===== config.mk =====
export PLATFORM = sky130hd
export DESIGN_NAME = lcrt_scan_ctrl
export DESIGN_NICKNAME = d
export VERILOG_FILES = /design/src/common/lcrt_pkg.sv /design/src/lcrt_row_scan.sv /design/src/lcrt_cursor_skew.sv /design/src/lcrt_scan_ctrl.sv
export SDC_FILE = /design/constraint.sdc
export NUM_CORES = 1
export LEC_CHECK = 0
export ABC_AREA = 1
export BUFFER_PORTS_ARGS = -buffer_cell sky130_fd_sc_hd__buf_2
export CAP_MARGIN = 25
export CORE_MARGIN = 2
export CORE_UTILIZATION = 50
export DETAILED_ROUTE_END_ITERATION = 10
export GPL_ROUTABILITY_DRIVEN = 0
export PLACE_DENSITY = 0.68
export SETUP_SLACK_MARGIN = 0.4
export SLEW_MARGIN = 40
export SYNTH_ARGS = -nofsm -noshare
export SYNTH_HDL_FRONTEND = slang
export SYNTH_SLANG_ARGS = --single-unit

===== constraint.sdc =====
create_clock -name clk -period 2 [get_ports clk]
set_clock_uncertainty 0.1 [all_clocks]
set_input_delay 0.2 -clock clk [delete_from_list [all_inputs] [get_ports clk]]
set_output_delay 0.2 -clock clk [all_outputs]
set_load 0.005 [all_outputs]

===== src/common/lcrt_pkg.sv =====
// Constants, field positions and carriers for the text scan control block.
// Assumes all users run on one clock with an active-low async reset.
//
// What this block does
// - Top text row starts at preset row.
// - Double scan halves the row counter rate.
// - Line compare is a 10-bit split value.
// - Compare line restarts address counter at zero.
// - Above compare line, fetch from start address.
// - Vertical blank start is a 10-bit split value.
// - Blanking begins on line equal to start.
// - Max scan field is row height minus one.
// - Cursor-off bit hides cursor; graphics ignores it.
// - Cursor starts on selected box row.
// - Cursor ends on selected box row.
// - Cursor skew delays by 0..3 char clocks.
// - Start address is high and low bytes.
// - Cursor sits at 16-bit location offset.
// - Vertical sync start is a 10-bit split value.
// - Sync begins on line equal to start.
package lcrt_pkg;

  localparam logic [7:0] VOF_IDX = 8'h07;
  localparam logic [7:0] PRS_IDX = 8'h08;
  localparam logic [7:0] MSL_IDX = 8'h09;
  localparam logic [7:0] CSR_IDX = 8'h0A;
  localparam logic [7:0] CER_IDX = 8'h0B;
  localparam logic [7:0] SAH_IDX = 8'h0C;
  localparam logic [7:0] SAL_IDX = 8'h0D;
  localparam logic [7:0] CLH_IDX = 8'h0E;
  localparam logic [7:0] CLL_IDX = 8'h0F;
  localparam logic [7:0] VSS_IDX = 8'h10;
  localparam logic [7:0] VSE_IDX = 8'h11;
  localparam logic [7:0] VBS_IDX = 8'h15;
  localparam logic [7:0] LCL_IDX = 8'h18;

  localparam logic [7:0] REG_RST   = 8'h00;
  localparam logic [7:0] PRS_WMASK = 8'h7F;
  localparam logic [7:0] CSR_WMASK = 8'h3F;
  localparam logic [7:0] CER_WMASK = 8'h7F;

  localparam int MSL_DSCAN = 7;
  localparam int MSL_LC9   = 6;
  localparam int MSL_VB9   = 5;
  localparam int VOF_VS9   = 7;
  localparam int VOF_LC8   = 4;
  localparam int VOF_VB8   = 3;
  localparam int VOF_VS8   = 2;
  localparam int CSR_OFF   = 5;
  localparam int CER_SKW   = 5;

  typedef struct packed {
    logic       wr;
    logic [7:0] idx;
    logic [7:0] wdata;
  } lcrt_bus_s;

  typedef struct packed {
    logic line_start;
    logic frame_start;
    logic char_tick;
  } lcrt_tick_s;

endpackage


===== src/lcrt_row_scan.sv =====
// Row scan and scan line counters.
// Assumes line_start pulses once per scan line; frame_start comes with
// the line_start of scan line 0.
`timescale 1ns/10ps
module lcrt_row_scan
  import lcrt_pkg::*;
#(
  parameter int ROW_W  = 5,
  parameter int LINE_W = 10
)
(
  input  wire logic              clk,
  input  wire logic              arst_n,
  input  wire logic              line_start,
  input  wire logic              frame_start,
  input  wire logic              double_scan,
  input  wire logic [ROW_W-1:0]  max_row,
  input  wire logic [ROW_W-1:0]  preset_row,
  output logic      [ROW_W-1:0]  row_scan_reg,
  output logic      [LINE_W-1:0] scan_line_reg,
  output logic                   row_wrap_reg
);

  logic half_reg;
  logic step;

  assign step = !double_scan || half_reg;

  always_ff @(posedge clk or negedge arst_n)
  begin
    if (!arst_n)
    begin
      row_scan_reg  <= '0;
      scan_line_reg <= '0;
      row_wrap_reg  <= 1'b0;
      half_reg      <= 1'b0;
    end
    else
    begin
      row_wrap_reg <= 1'b0;
      if (frame_start)
      begin
        row_scan_reg  <= preset_row;
        scan_line_reg <= '0;
        half_reg      <= 1'b0;
      end
      else if (line_start)
      begin
        scan_line_reg <= scan_line_reg + 1'b1;
        half_reg      <= double_scan ? !half_reg : 1'b0;
        if (step)
        begin
          if (row_scan_reg == max_row)
          begin
            row_scan_reg <= '0;
            row_wrap_reg <= 1'b1;
          end
          else
            row_scan_reg <= row_scan_reg + 1'b1;
        end
      end
    end
  end
endmodule


===== src/lcrt_cursor_skew.sv =====
// Cursor delay line in character clocks.
// Assumes char_tick is a one-cycle pulse per character clock.
`timescale 1ns/10ps
module lcrt_cursor_skew
  import lcrt_pkg::*;
#(
  parameter int DEPTH = 3
)
(
  input  wire logic       clk,
  input  wire logic       arst_n,
  input  wire logic       char_tick,
  input  wire logic [1:0] skew,
  input  wire logic       cur_in,
  output logic            cur_out_reg
);

  logic [DEPTH-1:0] dly_reg;

  always_ff @(posedge clk or negedge arst_n)
  begin
    if (!arst_n)
      dly_reg <= '0;
    else if (char_tick)
      dly_reg <= {dly_reg[DEPTH-2:0], cur_in};
  end

  // Skew 0 bypasses the line so the cursor is not late by a whole tick
  always_ff @(posedge clk or negedge arst_n)
  begin
    if (!arst_n)
      cur_out_reg <= 1'b0;
    else if (skew == 2'b00)
      cur_out_reg <= cur_in;
    else
      cur_out_reg <= dly_reg[skew - 2'h1];
  end
endmodule


===== src/lcrt_scan_ctrl.sv =====
// Text scan control: indexed registers, address counter, split screen,
// vertical blank and sync starts, text cursor.
// Assumes tick strobes come from horizontal timing on the same clock.
`timescale 1ns/10ps
module lcrt_scan_ctrl
  import lcrt_pkg::*;
#(
  parameter int ADDR_W = 16,
  parameter int LINE_W = 10,
  parameter int ROW_W  = 5
)
(
  input  wire logic              clk,
  input  wire logic              arst_n,
  input  wire lcrt_bus_s         bus,
  input  wire lcrt_tick_s        tick,
  input  wire logic              text_mode,
  output logic      [7:0]        rd_data,
  output logic      [ADDR_W-1:0] mem_addr,
  output logic      [ROW_W-1:0]  row_scan,
  output logic      [LINE_W-1:0] scan_line,
  output logic                   vblank,
  output logic                   vsync,
  output logic                   cursor_on
);

  function automatic logic [9:0] cat10(
    input logic       b9,
    input logic       b8,
    input logic [7:0] lo
  );
    cat10 = {b9, b8, lo};
  endfunction

  logic [7:0] vertical_overflow_reg;
  logic [7:0] preset_row_scan_reg;
  logic [7:0] max_scan_line_reg;
  logic [7:0] cursor_start_reg;
  logic [7:0] cursor_end_reg;
  logic [7:0] start_addr_high_reg;
  logic [7:0] start_addr_low_reg;
  logic [7:0] cursor_loc_high_reg;
  logic [7:0] cursor_loc_low_reg;
  logic [7:0] vsync_start_reg;
  logic [7:0] vsync_end_reg;
  logic [7:0] vblank_start_reg;
  logic [7:0] line_compare_low_reg;

  logic [7:0]        rd_data_reg;
  logic [7:0]        rd_next;
  logic [ADDR_W-1:0] mem_addr_reg;
  logic [ADDR_W-1:0] row_base_reg;
  logic              vblank_reg;
  logic              vsync_reg;
  logic              cur_hit_reg;
  logic              line_go_reg;
  logic              frame_go_reg;
  logic              row_wrap;
  logic              cur_out;

  logic [9:0]        line_cmp;
  logic [9:0]        vb_start;
  logic [9:0]        vs_start;
  logic [ADDR_W-1:0] start_addr;
  logic [ADDR_W-1:0] cursor_loc;
  logic              cursor_en;

  assign line_cmp = cat10(max_scan_line_reg[MSL_LC9],
                          vertical_overflow_reg[VOF_LC8],
                          line_compare_low_reg);
  assign vb_start = cat10(max_scan_line_reg[MSL_VB9],
                          vertical_overflow_reg[VOF_VB8],
                          vblank_start_reg);
  assign vs_start = cat10(vertical_overflow_reg[VOF_VS9],
                          vertical_overflow_reg[VOF_VS8],
                          vsync_start_reg);
  assign start_addr = {start_addr_high_reg, start_addr_low_reg};
  assign cursor_loc = {cursor_loc_high_reg, cursor_loc_low_reg};
  assign cursor_en  = text_mode && !cursor_start_reg[CSR_OFF];

  // Register writes; reserved bits are masked on the way in
  always_ff @(posedge clk or negedge arst_n)
  begin
    if (!arst_n)
    begin
      vertical_overflow_reg <= REG_RST;
      preset_row_scan_reg   <= REG_RST;
      max_scan_line_reg     <= REG_RST;
      cursor_start_reg      <= REG_RST;
      cursor_end_reg        <= REG_RST;
      start_addr_high_reg   <= REG_RST;
      start_addr_low_reg    <= REG_RST;
      cursor_loc_high_reg   <= REG_RST;
      cursor_loc_low_reg    <= REG_RST;
      vsync_start_reg       <= REG_RST;
      vsync_end_reg         <= REG_RST;
      vblank_start_reg      <= REG_RST;
      line_compare_low_reg  <= REG_RST;
    end
    else if (bus.wr)
    begin
      unique case (bus.idx)
        VOF_IDX: vertical_overflow_reg <= bus.wdata;
        PRS_IDX: preset_row_scan_reg   <= bus.wdata & PRS_WMASK;
        MSL_IDX: max_scan_line_reg     <= bus.wdata;
        CSR_IDX: cursor_start_reg      <= bus.wdata & CSR_WMASK;
        CER_IDX: cursor_end_reg        <= bus.wdata & CER_WMASK;
        SAH_IDX: start_addr_high_reg   <= bus.wdata;
        SAL_IDX: start_addr_low_reg    <= bus.wdata;
        CLH_IDX: cursor_loc_high_reg   <= bus.wdata;
        CLL_IDX: cursor_loc_low_reg    <= bus.wdata;
        VSS_IDX: vsync_start_reg       <= bus.wdata;
        VSE_IDX: vsync_end_reg         <= bus.wdata;
        VBS_IDX: vblank_start_reg      <= bus.wdata;
        LCL_IDX: line_compare_low_reg  <= bus.wdata;
        default: ;
      endcase
    end
  end

  // Read mux; unmapped indexes read zero
  always_comb
  begin
    unique case (bus.idx)
      VOF_IDX: rd_next = vertical_overflow_reg;
      PRS_IDX: rd_next = preset_row_scan_reg;
      MSL_IDX: rd_next = max_scan_line_reg;
      CSR_IDX: rd_next = cursor_start_reg;
      CER_IDX: rd_next = cursor_end_reg;
      SAH_IDX: rd_next = start_addr_high_reg;
      SAL_IDX: rd_next = start_addr_low_reg;
      CLH_IDX: rd_next = cursor_loc_high_reg;
      CLL_IDX: rd_next = cursor_loc_low_reg;
      VSS_IDX: rd_next = vsync_start_reg;
      VSE_IDX: rd_next = vsync_end_reg;
      VBS_IDX: rd_next = vblank_start_reg;
      LCL_IDX: rd_next = line_compare_low_reg;
      default: rd_next = 8'h00;
    endcase
  end

  always_ff @(posedge clk or negedge arst_n)
  begin
    if (!arst_n)
      rd_data_reg <= 8'h00;
    else
      rd_data_reg <= rd_next;
  end

  lcrt_row_scan #(
    .ROW_W  (ROW_W),
    .LINE_W (LINE_W)
  ) u_row_scan (
    .clk           (clk),
    .arst_n        (arst_n),
    .line_start    (tick.line_start),
    .frame_start   (tick.frame_start),
    .double_scan   (max_scan_line_reg[MSL_DSCAN]),
    .max_row       (max_scan_line_reg[ROW_W-1:0]),
    .preset_row    (preset_row_scan_reg[ROW_W-1:0]),
    .row_scan_reg  (row_scan),
    .scan_line_reg (scan_line),
    .row_wrap_reg  (row_wrap)
  );

  // Line decisions wait one cycle so the new line number has settled
  always_ff @(posedge clk or negedge arst_n)
  begin
    if (!arst_n)
    begin
      line_go_reg  <= 1'b0;
      frame_go_reg <= 1'b0;
    end
    else
    begin
      line_go_reg  <= tick.line_start || tick.frame_start;
      frame_go_reg <= tick.frame_start;
    end
  end

  // Address counter; compare line wins so a compare at line 0 still works
  always_ff @(posedge clk or negedge arst_n)
  begin
    if (!arst_n)
    begin
      mem_addr_reg <= '0;
      row_base_reg <= '0;
    end
    else if (line_go_reg)
    begin
      if (scan_line == line_cmp)
      begin
        mem_addr_reg <= '0;
        row_base_reg <= '0;
      end
      else if (frame_go_reg)
      begin
        mem_addr_reg <= start_addr;
        row_base_reg <= start_addr;
      end
      else if (row_wrap)
        row_base_reg <= mem_addr_reg;
      else
        mem_addr_reg <= row_base_reg;
    end
    else if (tick.char_tick)
      mem_addr_reg <= mem_addr_reg + 1'b1;
  end

  // Blank ends at frame start; its end value is held elsewhere
  always_ff @(posedge clk or negedge arst_n)
  begin
    if (!arst_n)
      vblank_reg <= 1'b0;
    else if (line_go_reg && scan_line == vb_start)
      vblank_reg <= 1'b1;
    else if (frame_go_reg)
      vblank_reg <= 1'b0;
  end

  always_ff @(posedge clk or negedge arst_n)
  begin
    if (!arst_n)
      vsync_reg <= 1'b0;
    else if (line_go_reg && scan_line == vs_start)
      vsync_reg <= 1'b1;
    else if (line_go_reg && scan_line[3:0] == vsync_end_reg[3:0])
      vsync_reg <= 1'b0;
    else if (frame_go_reg)
      vsync_reg <= 1'b0;
  end

  always_ff @(posedge clk or negedge arst_n)
  begin
    if (!arst_n)
      cur_hit_reg <= 1'b0;
    else
      cur_hit_reg <= cursor_en
        && mem_addr_reg == cursor_loc
        && row_scan >= cursor_start_reg[ROW_W-1:0]
        && row_scan <= cursor_end_reg[ROW_W-1:0];
  end

  lcrt_cursor_skew #(
    .DEPTH (3)
  ) u_cursor_skew (
    .clk         (clk),
    .arst_n      (arst_n),
    .char_tick   (tick.char_tick),
    .skew        (cursor_end_reg[CER_SKW+1:CER_SKW]),
    .cur_in      (cur_hit_reg),
    .cur_out_reg (cur_out)
  );

  assign rd_data   = rd_data_reg;
  assign mem_addr  = mem_addr_reg;
  assign vblank    = vblank_reg;
  assign vsync     = vsync_reg;
  assign cursor_on = cur_out;
endmodule


* Yosys cells after proc, flatten, opt, wreduce, memory -nomap -nowiden
Index checks and enable logic that the tools add are counted.
Storage, ports and cells: register bits after elaboration 166, bits of input ports 23, output and inout bits 42
Cells by class: add/sub/neg operators 4, $lt $le $gt $ge 3, eq/ne operators 19, mux-type cells 26, reductions and logical operators 32
Operators by type and width (count):
- one-hot mux 8 bit (13 select lines) | 1
- 2-to-1 mux 16 bit | 5
- == test 8 x 4 -> 1 bit (second input constant) | 8
- == test 8 x 5 -> 1 bit (second input constant) | 4
- == test 10 bit | 3
- AND reduction 2 bit | 14
- 2-to-1 mux 10 bit | 2
- 2-to-1 mux 5 bit | 4
- adder 16 x 1 -> 16 bit (second input constant) | 1
- == test 16 bit | 1
- 2-to-1 mux 1 bit | 13
- adder 10 x 1 -> 10 bit (second input constant) | 1
- == test 8 x 3 -> 1 bit (second input constant) | 1
- nonzero test 2 bit | 4
- logical AND 1 bit | 7
- adder 5 x 1 -> 5 bit (second input constant) | 1
- == test 5 bit | 1
- greater-or-equal comparator 5 bit | 1
- <= comparator 5 bit | 1
- == test 4 bit | 1
- logical NOT 1 bit | 3
- < comparator 2 x 3 -> 1 bit (second input constant) | 1
- nonzero test 3 bit | 1
- binary-select mux 1 bit (select 2 bit) | 1
- other kinds (3) | 4

* Longest topological paths before layout
Gate-level depths: netlist (run 1).
word-level depth 5, depth in mapped cells 11, mapped depth without buffers 10

* Modules after synthesis
Synthesis (run 1) repeated with hierarchy kept, for this count alone.
Second synthesis, totals: cell total of the unflattened synthesis 1224, area, all modules 9427.8 um^2
By module, submodules not included:
- lcrt_scan_ctrl | instances 1, cells an instance 1074, area an instance 8269.2 um^2, seq. area each 3628.5 um^2
- lcrt_row_scan | instances 1, cells an instance 126, area an instance 968.4 um^2, seq. area each 425.4 um^2
- lcrt_cursor_skew | instances 1, cells an instance 24, area an instance 190.2 um^2, seq. area each 100.1 um^2

* Least setup slack after synthesis (run 1)
No wires, ideal clock.
path type register to register, start point register mem_addr_reg[0] (netlist: mem_addr[0]), end point register mem_addr_reg[12] (netlist: mem_addr[12]), setup time 0.117 ns, data arrival time 1.322 ns, required time 1.783 ns, setup slack 0.461 ns, cell stages (with the launch flop) 11, buffers on the path 0, cell sequence dfrtp_1 > ha_1 > nand2_1 > nor2_1 > nand3_1 > nand2_1 > nand2_1 > nand2_1 > nand2_1 > nor2_1 > nor2_1
On the way: longest elaborated chain between the ends 3
RTL lines:
- start, declared | line lcrt_scan_ctrl.sv:51 | logic [ADDR_W-1:0] mem_addr_reg;
- start signal, assigned | line lcrt_scan_ctrl.sv:198 | mem_addr_reg <= start_addr;
- start signal, assigned | line lcrt_scan_ctrl.sv:204 | mem_addr_reg <= row_base_reg;
- start signal, assigned | line lcrt_scan_ctrl.sv:207 | mem_addr_reg <= mem_addr_reg + 1'b1;
- adder 16 x 1 -> 16 bit | line lcrt_scan_ctrl.sv:207
- 2-to-1 mux 16 bit | line lcrt_scan_ctrl.sv:206 | else if (tick.char_tick)
- 2-to-1 mux 16 bit | line lcrt_scan_ctrl.sv:189 | else if (line_go_reg)
Every way passes these cells. The select of a mux whose other input is x is not followed. A chain may end at the register's enable or synchronous reset.

* Worst setup path in the final report (run 1)
start point register u_row_scan.scan_line_reg[9], end point register mem_addr_reg[15] (netlist: mem_addr[15])
On the way: longest elaborated chain between the ends 3
RTL lines:
- start, declared | line lcrt_row_scan.sv:20 | output logic [LINE_W-1:0] scan_line_reg,
- start signal, assigned | line lcrt_row_scan.sv:49 | scan_line_reg <= scan_line_reg + 1'b1;
- == test 10 bit | line lcrt_scan_ctrl.sv:191 | if (scan_line == line_cmp)
- 2-to-1 mux 16 bit | line lcrt_scan_ctrl.sv:191
- 2-to-1 mux 16 bit | line lcrt_scan_ctrl.sv:189
Every way passes these cells.

==> results.sh, run 1 <==
export IMPL_synth_xor_area_frac=0.0236
export IMPL_timing_rr_end="mem_addr[15]"
export IMPL_dr_total_vias=8797
export IMPL_synth_flop_cell="dfrtp_1"
export IMPL_cts_max_path_buffers=2
export IMPL_fin_crit_ns=1.61
export IMPL_reg2reg_from="u_row_scan.scan_line_reg[9]"
export IMPL_htreeDepth=4
export IMPL_pin_count=65
export IMPL_dieArea_um2=19700
export IMPL_portBuffers=64
export IMPL_drc_errors=0
export IMPL_synth_area_um2=9290
export IMPL_muxShareOfSynthArea=0
export IMPL_drive_gt1_frac=0.219
export IMPL_synth_simple_area_share=0.302
export IMPL_fp_dieH_um=140
export IMPL_status="finished clean"
export IMPL_synth_nets=1244
export IMPL_critical_path_arrival_ns=1.84
export IMPL_start_util=0.514
export IMPL_cap_violations=0
export IMPL_p_per_area_nw_per_um2=750
export IMPL_setup_viol=0
export IMPL_avgSynthCellArea_um2=7.70
export IMPL_ff2ff_setup_slack_ns=0.39
export IMPL_drv_slew=0
export IMPL_synth_top_family_by_area="simple AND/OR/NAND/NOR gates"
export IMPL_layout_commonest_cell="nand2_1"
export IMPL_synth_compound_area_frac=0.138
export IMPL_chipWidth_um=140
export IMPL_fin_cells=1559
export IMPL_wl_mm=28.7
export IMPL_critPathLaunchType="flip-flop"
export IMPL_antenna_left=0
export IMPL_drt_iter0_markers=906
export IMPL_antenna_found_initial=0
export IMPL_max_slew_margin=0.560
export IMPL_dp_cells=1485
export IMPL_synth_edf_count=0
export IMPL_async_reset_ff_frac=1.00
export IMPL_area_growth_pct=21.1
export IMPL_ys_types=40
export IMPL_hpwl_mm=20.2
export IMPL_hold_violations=0
export IMPL_period_share=0.803
export IMPL_grt_max_degree=43
export IMPL_cp_end_kind="flip-flop"
export IMPL_clk_latency_ns=0.44
export IMPL_p_leak_nw=5.35
export IMPL_diodes=0
export IMPL_crit_fanout=16
export IMPL_min_delay_path_class="in2reg"
export IMPL_ir_drop_mv=0.634
export IMPL_tightest_slew_ns=0.659
export IMPL_rows=49
export IMPL_r2r_cells=10
export IMPL_ys_seq_area_frac=0.447
export IMPL_synth_ff_latch_count=166
export IMPL_cts_root_buf="clkbuf_16"
export IMPL_synthCells=1207
export IMPL_grt_pass1_wl_mm=43.7
export IMPL_numCtsBuffers=17
export IMPL_first_pass_iters=5
export IMPL_yosys_warnings=0
export IMPL_synth_fa_ha_area_frac=0.0189
export IMPL_worstPathRequired_ns=2.23
export IMPL_cts_reportedPaths_clkPinSlew_ns=0.07
export IMPL_cts_sinks=166
export IMPL_nNetsFinal=1355
export IMPL_rsz0062_at_grt="true"
export IMPL_groute_usage_overall=0.289
export IMPL_path_class="reg2reg"
export IMPL_vias_per_cell=5.64
export IMPL_drt_wirelength_per_cell_um=18.4
export IMPL_setup_tns_ns=0
export IMPL_cts_tree="done"
export IMPL_finish_utilization=0.622
export IMPL_crit_start="u_row_scan.scan_line_reg[9]"
export IMPL_grt_pass1_vias=7825
export IMPL_core_area_um2=18100
export IMPL_final_cell_mix="nand2_1, dfrtp_1, nor2_1"
export IMPL_setup_worst_path_end="mem_addr[15]"
export IMPL_max_clock_freq_mhz=623
export IMPL_grt_remaining_overflow=0
## Yosys cell counts (3+ instances only)
library cell	n	area share
nand2_1	371	0.15
dfrtp_1	166	0.45
nor2_1	97	0.039
inv_1	85	0.034
nand3_1	85	0.046
o21ai_1	79	0.043
o21ai_0	42	0.023
a21oi_1	36	0.019
nand4_1	24	0.016
buf_2	20	0.011
o21ai_2	16	0.015
xor2_1	16	0.015
clkbuf_1	15	0.0061
ha_1	14	0.019
inv_2	14	0.0057
o21a_1	14	0.011
nor3_1	13	0.0070
nand2_2	12	0.0081
buf_6	9	0.011
nor2_4	9	0.011
o21bai_1	9	0.0073
xnor2_1	9	0.0085
a211oi_1	8	0.0065
o211ai_1	8	0.0065
or2_2	6	0.0040
o22ai_1	5	0.0034
nand3_2	3	0.0032
nand3_4	3	0.0057
## final cells by class
type | instances | area, µm²
well taps | 229 | 287
flip-flops and latches | 166 | 4170
inverters | 101 | 394
clock inverters | 8 | 100
fillers | 1601 | 6830
multi-input cells | 894 | 4800
repair inverters | 1 | 7.51
repair buffers | 137 | 1020
clock buffers | 23 | 468
## worst max-delay path: stages, from the launching register on
cell      delay (ns)
dfrtp_1         0.41
inv_2           0.09
nand2_1         0.07
nand2_1         0.06
nor2_2          0.13
nand3_2         0.11
buf_12          0.18
o21bai_4        0.17
nand2_1         0.06
nand2_1         0.05
nand2_1         0.04
## through the flow
| stage | setup WS, ns | total power, mW | cell area, µm² | hold WS, ns |
|---|---|---|---|---|
| 5_1_grt | 0.295 | 8.75 | 11300 | 0.0282 |
| 6_report | 0.394 | 8.44 | 11300 | 0.0456 |
| 3_5_place_dp | 0.281 | 5.01 | 9930 | 0.0346 |
| 4_1_cts | 0.373 | 8.26 | 10700 | 0.0263 |
| 2_1_floorplan | 0.461 | 4.52 | 9290 | -0.196 |
| 3_3_place_gp | 0.304 | 4.99 | 9930 | 0.0377 |
## metal layers
metal,vias up,track usage,share of wire
li1,4182,-,-
met1,4183,0.402,0.43
met2,365,0.462,0.47
met3,67,0.0462,0.064
met4,0,0.0994,0.036
met5,-,0,0
## what timing repair did
| item | in CTS | in global routing |
|---|---|---|
| hold endpoints to repair | 169 | 0 |
| setup endpoints to repair | 38 | 44 |
| buffers inserted | 8 | 22 |
| resized for setup | 25 | 67 |
| gates cloned | 0 | 2 |
| hold buffers | 11 | 0 |
| pin swaps | 3 | 19 |
## logic make-up (layout without fill, tap and decap cells)
| group | count (synthesis) | count (layout) |
|---|---|---|
| AND/OR/NAND/NOR | 633 | 634 |
| AO/OA/AOI/OAI | 221 | 221 |
| flip-flops | 166 | 166 |
| buffers and inverters | 148 | 270 |
| XOR/XNOR | 25 | 25 |
| adder cells (fa/ha/maj) | 14 | 14 |
## where the power goes
part	total [mW]	internal [mW]	switching, mW
combinational	1.33	0.528	0.801
clock	3.26	1.89	1.37
sequential	3.86	3.58	0.277
total	8.44	6.00	2.44
## worst min-delay path by stage
stage / from / endpoint / slack (ns) / cells past startpoint
2_1_floorplan: arst_n / cur_hit_reg / -0.20 / 0
3_3_place_gp: arst_n / u_cursor_skew.dly_reg[1] / 0.04 / 1
3_5_place_dp: arst_n / u_cursor_skew.dly_reg[1] / 0.03 / 1
4_1_cts: tick[2] / u_row_scan.scan_line_reg[1] / 0.03 / 3
5_1_grt: tick[2] / u_row_scan.scan_line_reg[1] / 0.03 / 3
6_report: tick[2] / u_row_scan.scan_line_reg[1] / 0.05 / 3
Power figures use the tool's default switching activity.
==> run 2: changes to the inputs <==
--- a/config.mk
+++ b/config.mk
@@ -5,7 +5,7 @@
 export SDC_FILE = /design/constraint.sdc
 export NUM_CORES = 1
 export LEC_CHECK = 0
-export ABC_AREA = 1
+export ABC_AREA = 0
 export BUFFER_PORTS_ARGS = -buffer_cell sky130_fd_sc_hd__buf_2
 export CAP_MARGIN = 25
 export CORE_MARGIN = 2
==> constraint.sdc (replaced) <==
create_clock -name clk -period 1.67 [get_ports clk]
set_clock_uncertainty 0.1 [all_clocks]
set_input_delay 0.167 -clock clk [delete_from_list [all_inputs] [get_ports clk]]
set_output_delay 0.167 -clock clk [all_outputs]
set_load 0.005 [all_outputs]
==> run 2 against run 1 <==
The flow now finishes with violations (setup timing). Setup slack got worse by 0.64 ns. Sequential share of layout area fell by 4.3 points. Register-to-register slack got worse by 0.64 ns. Critical path type unchanged. Combinational power up 34%. Fmax fell by 16%. Worst hold slack worse by 0.013 ns. Largest power group unchanged.
==> results.sh, run 2 <==
export IMPL_ff_latch_area_um2=4170
export IMPL_swShare=0.281
export IMPL_dr_total_vias=7622
export IMPL_reg2reg_from="u_row_scan.scan_line_reg[2]"
export IMPL_grt_pass1_vias=7829
export IMPL_numCtsBuffers=17
export IMPL_wl_mm=29.4
export IMPL_synth_area_um2=8710
export IMPL_worstPathRequired_ns=1.87
export IMPL_status="finished with violations"
export IMPL_synth_top_cell_area_share=0.477
export IMPL_rsz0062_at_grt="true"
export IMPL_synth_flop_cell="dfrtp_1"
export IMPL_synth_top_family_by_area="multiplexers"
export IMPL_nNetsFinal=1053
export IMPL_cts_reportedPaths_clkPinSlew_ns=0.07
export IMPL_rows=48
export IMPL_async_reset_ff_frac=1.00
export IMPL_dp_cells=1162
export IMPL_synth_compound_area_frac=0.0978
export IMPL_violations="setup timing"
export IMPL_cts_max_path_buffers=2
export IMPL_drv_slew=0
export IMPL_max_slew_margin=0.612
export IMPL_first_pass_iters=6
export IMPL_final_fill_count=1090
export IMPL_drt_wirelength_per_cell_um=23.5
export IMPL_ys_seq_area_frac=0.477
export IMPL_antenna_left=0
export IMPL_p_int_mw=7.28
export IMPL_max_clock_freq_mhz=521
export IMPL_crit_start="u_row_scan.scan_line_reg[2]"
export IMPL_cp_end_kind="flip-flop"
export IMPL_synthTopCellsByArea="dfrtp_1, mux2_2, xor2_1"
export IMPL_synth_commonest_cells="dfrtp_1, mux2_2, o21ai_0"
export IMPL_p_total_mw=10.1
export IMPL_synth_simple_area_share=0.115
export IMPL_layout_commonest_cell="dfrtp_1"
export IMPL_period_share=1.15
export IMPL_synth_xor_area_frac=0.0774
export IMPL_cts_root_buf="clkbuf_16"
export IMPL_groute_usage_overall=0.316
export IMPL_ys_types=61
export IMPL_yosysMostFrequentCell="dfrtp_1"
export IMPL_fin_cells=1255
export IMPL_muxShareOfSynthArea=0.172
export IMPL_final_cell_mix="dfrtp_1, buf_4, mux2_4"
export IMPL_net_switching_power_mw=2.85
export IMPL_clkPwrFrac=0.388
export IMPL_fp_dieH_um=136
export IMPL_grt_pass1_wl_mm=43.9
export IMPL_cap_violations=0
export IMPL_area_growth_pct=45.9
export IMPL_timing_rr_end="mem_addr[8]"
export IMPL_synth_fa_ha_area_frac=0.0201
export IMPL_ir_drop_mv=0.759
export IMPL_cpMaxStageDelayCell="dfrtp_1"
export IMPL_crit_fanout=7
export IMPL_multi_input_area_um2=5290
export IMPL_hpwl_mm=19.1
export IMPL_grt_remaining_overflow=0
export IMPL_pin_count=65
export IMPL_setup_viol=35
export IMPL_fin_crit_ns=1.92
export IMPL_cts_tree="done"
export IMPL_setup_worst_path_end="mem_addr[8]"
export IMPL_grt_max_degree=46
export IMPL_synth_ff_latch_count=166
export IMPL_crit_chain="xor2_1 -> nor4_1 -> buf_4 -> a41oi_4 -> clkbuf_16 -> nand2_4 -> o21ai_2"
export IMPL_p_per_area_nw_per_um2=797
export IMPL_hold_violations=0
export IMPL_clk_latency_ns=0.44
export IMPL_drc_errors=0
export IMPL_synth_top_area_cell="dfrtp_1"
export IMPL_dieArea_um2=18500
export IMPL_hold_slack_ns=0.0331
export IMPL_min_delay_path_class="in2reg"
export IMPL_fin_area_um2=12700
export IMPL_cts_sinks=166
export IMPL_p_comb_frac=0.176
export IMPL_synth_edf_count=0
export IMPL_max_stage_delay_ns=0.42
export IMPL_synth_nets=840
export IMPL_tightest_slew_ns=0.583
export IMPL_timing_final_ws_setup_ns=-0.250
export IMPL_synthCells=803
export IMPL_placed_area_um2=10500
export IMPL_pwr_share_seq=0.436
export IMPL_htreeDepth=4
export IMPL_avgSynthCellArea_um2=10.8
export IMPL_setup_tns_ns=-7.60
export IMPL_chipWidth_um=136
export IMPL_r2r_cells=7
export IMPL_critical_path_arrival_ns=2.12
export IMPL_vias_per_cell=6.07
export IMPL_yosys_warnings=0
export IMPL_start_util=0.507
export IMPL_path_class="reg2reg"
export IMPL_p_leak_nw=6.23
export IMPL_antenna_found_initial=1
export IMPL_drt_iter0_markers=708
export IMPL_ff2ff_setup_slack_ns=-0.25
export IMPL_drive_gt1_frac=0.513
export IMPL_portBuffers=64
export IMPL_critPathLaunchType="flip-flop"
export IMPL_core_area_um2=17200
-- run 2: worst max-delay path, delay by kind of cell, from the launching register on --
kind            cells  cell delay, ns
compound gates      2            0.24
simple gates        2            0.39
flops               1            0.42
buf+inv             2            0.44
xor+xnor            1            0.19
-- run 2: cell families after synthesis --
| kind of cell | count (synthesis) |
|---|---|
| DFF | 166 |
| xor gates and xnor gates | 77 |
| buffers and inverters | 90 |
| muxes | 134 |
| AOI/OAI and AO/OA | 136 |
| and+or+nand+nor | 186 |
| adders and majority gates | 14 |
-- run 2: area by class of cell --
| cell class | count | area share |
|---|---|---|
| multi-input combinational | 547 | 0.416 |
| sequential | 166 | 0.328 |
| timing repair buffer | 251 | 0.178 |
| clock buffer | 17 | 0.0335 |
| tap | 225 | 0.0222 |
| clock inverter | 15 | 0.0122 |
| inverter | 33 | 0.00975 |
| antenna | 1 | 0.000197 |
-- run 2: worst min path at each step --
stage | slack [ns] | cells after the start | from | end
after global placement | -0.02 | 1 | arst_n | row_base_reg[6]
after floorplan | -0.23 | 0 | arst_n | cur_hit_reg
after CTS | 0.02 | 2 | tick[0] | u_cursor_skew.dly_reg[0]
after global routing | 0.02 | 2 | tick[0] | u_cursor_skew.dly_reg[0]
final | 0.03 | 2 | tick[0] | u_cursor_skew.dly_reg[0]
after detailed placement | -0.01 | 1 | arst_n | row_base_reg[6]
-- run 2: routing by layer --
layer | wire length [µm] | GRT usage
met1 | 12000 | 0.405
met2 | 14600 | 0.528
met3 | 1700 | 0.0597
met4 | 1170 | 0.133
met5 | 0 | 0
-- run 2: stage by stage --
stage	utilization	setup WS [ns]
global route	0.740	-0.285
global placement	0.611	-0.348
CTS	0.706	-0.205
finish	0.740	-0.250
detailed placement	0.611	-0.492
floorplan	-	-0.154
-- run 2: repair_timing --
action	in CTS	in global routing
resized for setup	174	89
gates cloned	1	0
endpoints found under the setup margin	187	175
setup buffers	32	26
hold buffers	1	0
pin swaps	36	24
endpoints found under the hold margin	166	0
-- run 2: power by group through the flow --
stage / Clock (mW) / Sequential (mW) / Combinational (mW)
3_5_place_dp: 0 / 4.46 / 1.32
3_3_place_gp: 0 / 4.45 / 1.27
4_1_cts: 3.95 / 4.40 / 1.63
6_report: 3.93 / 4.41 / 1.78
5_1_grt: 4.14 / 4.42 / 1.89
2_1_floorplan: 0 / 4.41 / 0.731
==> run 3: changes to the inputs <==
--- a/config.mk
+++ b/config.mk
@@ -12,6 +12,7 @@
 export CORE_UTILIZATION = 50
 export DETAILED_ROUTE_END_ITERATION = 10
 export GPL_ROUTABILITY_DRIVEN = 0
+export GPL_TIMING_DRIVEN = 0
 export PLACE_DENSITY = 0.68
 export SETUP_SLACK_MARGIN = 0.4
 export SLEW_MARGIN = 40
==> constraint.sdc (replaced) <==
create_clock -name clk -period 2.4 [get_ports clk]
set_clock_uncertainty 0.1 [all_clocks]
set_input_delay 0.24 -clock clk [delete_from_list [all_inputs] [get_ports clk]]
set_output_delay 0.24 -clock clk [all_outputs]
set_load 0.005 [all_outputs]
==> run 3 against run 2 <==
The flow now finishes without violations. Sequential power is 30% lower. First-iteration DRC count is 13% lower. Via count is 11% lower. Worst hold slack better by 0.014 ns. Die area stayed put. Clock power is 32% lower. Global-route usage is 4.1 points lower. Count of clock-buffer cells in the layout is 3 higher. Combinational power is 56% lower. Routed wire length is 17% lower. Setup slack better by 0.70 ns.
==> results.sh, run 3 (synthesis gave the netlist of run 2 again) <==
export IMPL_cts_reportedPaths_clkPinSlew_ns=0.07
export IMPL_hold_slack_ns=0.0473
export IMPL_drt_wirelength_per_cell_um=21.4
export IMPL_start_util=0.507
export IMPL_drv_slew=0
export IMPL_wl_mm=24.5
export IMPL_reg2reg_from="u_row_scan.scan_line_reg[7]"
export IMPL_setup_tns_ns=0
export IMPL_vias_per_cell=5.94
export IMPL_drt_iter0_markers=614
export IMPL_grt_max_degree=77
export IMPL_max_clock_freq_mhz=512
export IMPL_fin_crit_ns=1.95
export IMPL_critPathLaunchType="flip-flop"
export IMPL_period_share=0.814
export IMPL_p_total_mw=6.54
export IMPL_swShare=0.273
export IMPL_pre_cts_ws_ns=-0.466
export IMPL_dr_wl_met3_mm=1.89
export IMPL_grt_remaining_overflow=0
export IMPL_layout_commonest_cell="dfrtp_1"
export IMPL_cts_max_path_buffers=2
export IMPL_met2_length_mm=11.2
export IMPL_crit_fanout=6
export IMPL_path_class="reg2reg"
export IMPL_area_growth_pct=17.9
export IMPL_rsz0062_at_grt="true"
export IMPL_dp_cells=1090
export IMPL_min_delay_path_class="in2reg"
export IMPL_groute_usage_overall=0.275
export IMPL_drive_gt1_frac=0.293
export IMPL_dr_max_layer_used="met4"
export IMPL_p_leak_nw=4.97
export IMPL_ir_drop_mv=0.523
export IMPL_cts_tree="done"
export IMPL_antenna_found_initial=0
export IMPL_cp_end_kind="flip-flop"
export IMPL_clk_latency_ns=0.44
export IMPL_net_switching_power_mw=1.79
export IMPL_core_area_um2=17200
export IMPL_hpwl_mm=17.5
export IMPL_htreeDepth=4
export IMPL_finish_utilization=0.598
export IMPL_rows=48
export IMPL_cts_sinks=166
export IMPL_p_comb_frac=0.120
export IMPL_drc_errors=0
export IMPL_crit_start="u_row_scan.scan_line_reg[7]"
export IMPL_grt_pass1_wl_mm=37.8
export IMPL_portBuffers=60
export IMPL_clkPwrFrac=0.411
export IMPL_first_pass_iters=8
export IMPL_critical_path_arrival_ns=2.16
export IMPL_dr_total_vias=6788
export IMPL_status="finished clean"
export IMPL_numCtsBuffers=17
export IMPL_tightest_slew_ns=0.761
export IMPL_nNetsFinal=941
export IMPL_placed_area_um2=9360
export IMPL_hold_violations=0
export IMPL_min_from="bus[5]"
export IMPL_fin_cells=1142
export IMPL_cap_violations=0
export IMPL_p_int_mw=4.76
export IMPL_fp_dieH_um=136
export IMPL_pwr_share_seq=0.469
export IMPL_fin_area_um2=10300
export IMPL_pin_count=65
export IMPL_setup_viol=0
export IMPL_final_cell_mix="dfrtp_1, mux2_2, buf_2"
export IMPL_met1_length_mm=10.5
export IMPL_timing_final_ws_setup_ns=0.447
export IMPL_antenna_left=0
export IMPL_diodes=0
export IMPL_worstPathRequired_ns=2.61
export IMPL_grt_pass1_vias=6496
export IMPL_p_per_area_nw_per_um2=638
export IMPL_final_fill_count=1459
export IMPL_cts_root_buf="clkbuf_16"
export IMPL_chipWidth_um=136
export IMPL_dieArea_um2=18500
export IMPL_max_slew_margin=0.493
run 3: worst paths after layout:
check | end | slack [ns] | cells after the start
min | cursor_loc_low_reg[5] | 0.05 | 2
max in group asynchronous | vsync_end_reg[6] | 1.38 | 3
max | mem_addr[15] | 0.45 | 7
max reg2reg | mem_addr[15] | 0.45 | 7
min in group asynchronous | mem_addr[0] | 0.16 | 2
min reg2reg | u_row_scan.half_reg | 0.39 | 2
run 3: repair_timing:
| action | CTS | global route |
|---|---|---|
| gates resized for setup | 11 | 68 |
| hold buffers | 7 | 0 |
| gates cloned | 0 | 1 |
| pin swaps | 1 | 4 |
| buffers inserted | 1 | 11 |
| endpoints found under the setup margin | 44 | 96 |
| hold endpoints to repair | 180 | 0 |
run 3: layer usage:
metal	vias up	global-route usage
met3	64	0.0757
met1	3374	0.375
li1	3060	-
met2	290	0.418
met4	0	0.108
met5	-	0
run 3: critical path, cell delays in order (launching register included):
cell,delay (ns)
dfrtp_1,0.38
clkbuf_2,0.19
xor2_1,0.20
nor4_2,0.24
a41oi_2,0.28
buf_6,0.23
o211ai_1,0.11
o21ai_1,0.09
run 3: area by class of cell:
class	count	area, µm²	share of cell area
tap	225	282	0.0274
sequential	166	4160	0.405
buffer	57	287	0.0279
multi-input combinational	547	4300	0.419
clock inverter	12	120	0.0117
clock buffer	20	457	0.0445
timing repair buffer	82	537	0.0523
inverter	33	124	0.0121
run 3: power groups by stage:
stage	sequential [mW]	combinational (mW)	clock (mW)
5_1_grt	3.08	0.863	2.87
3_5_place_dp	3.11	0.706	0
2_1_floorplan	3.06	0.439	0
4_1_cts	3.06	0.733	2.72
3_3_place_gp	3.11	0.680	0
6_report	3.07	0.788	2.69
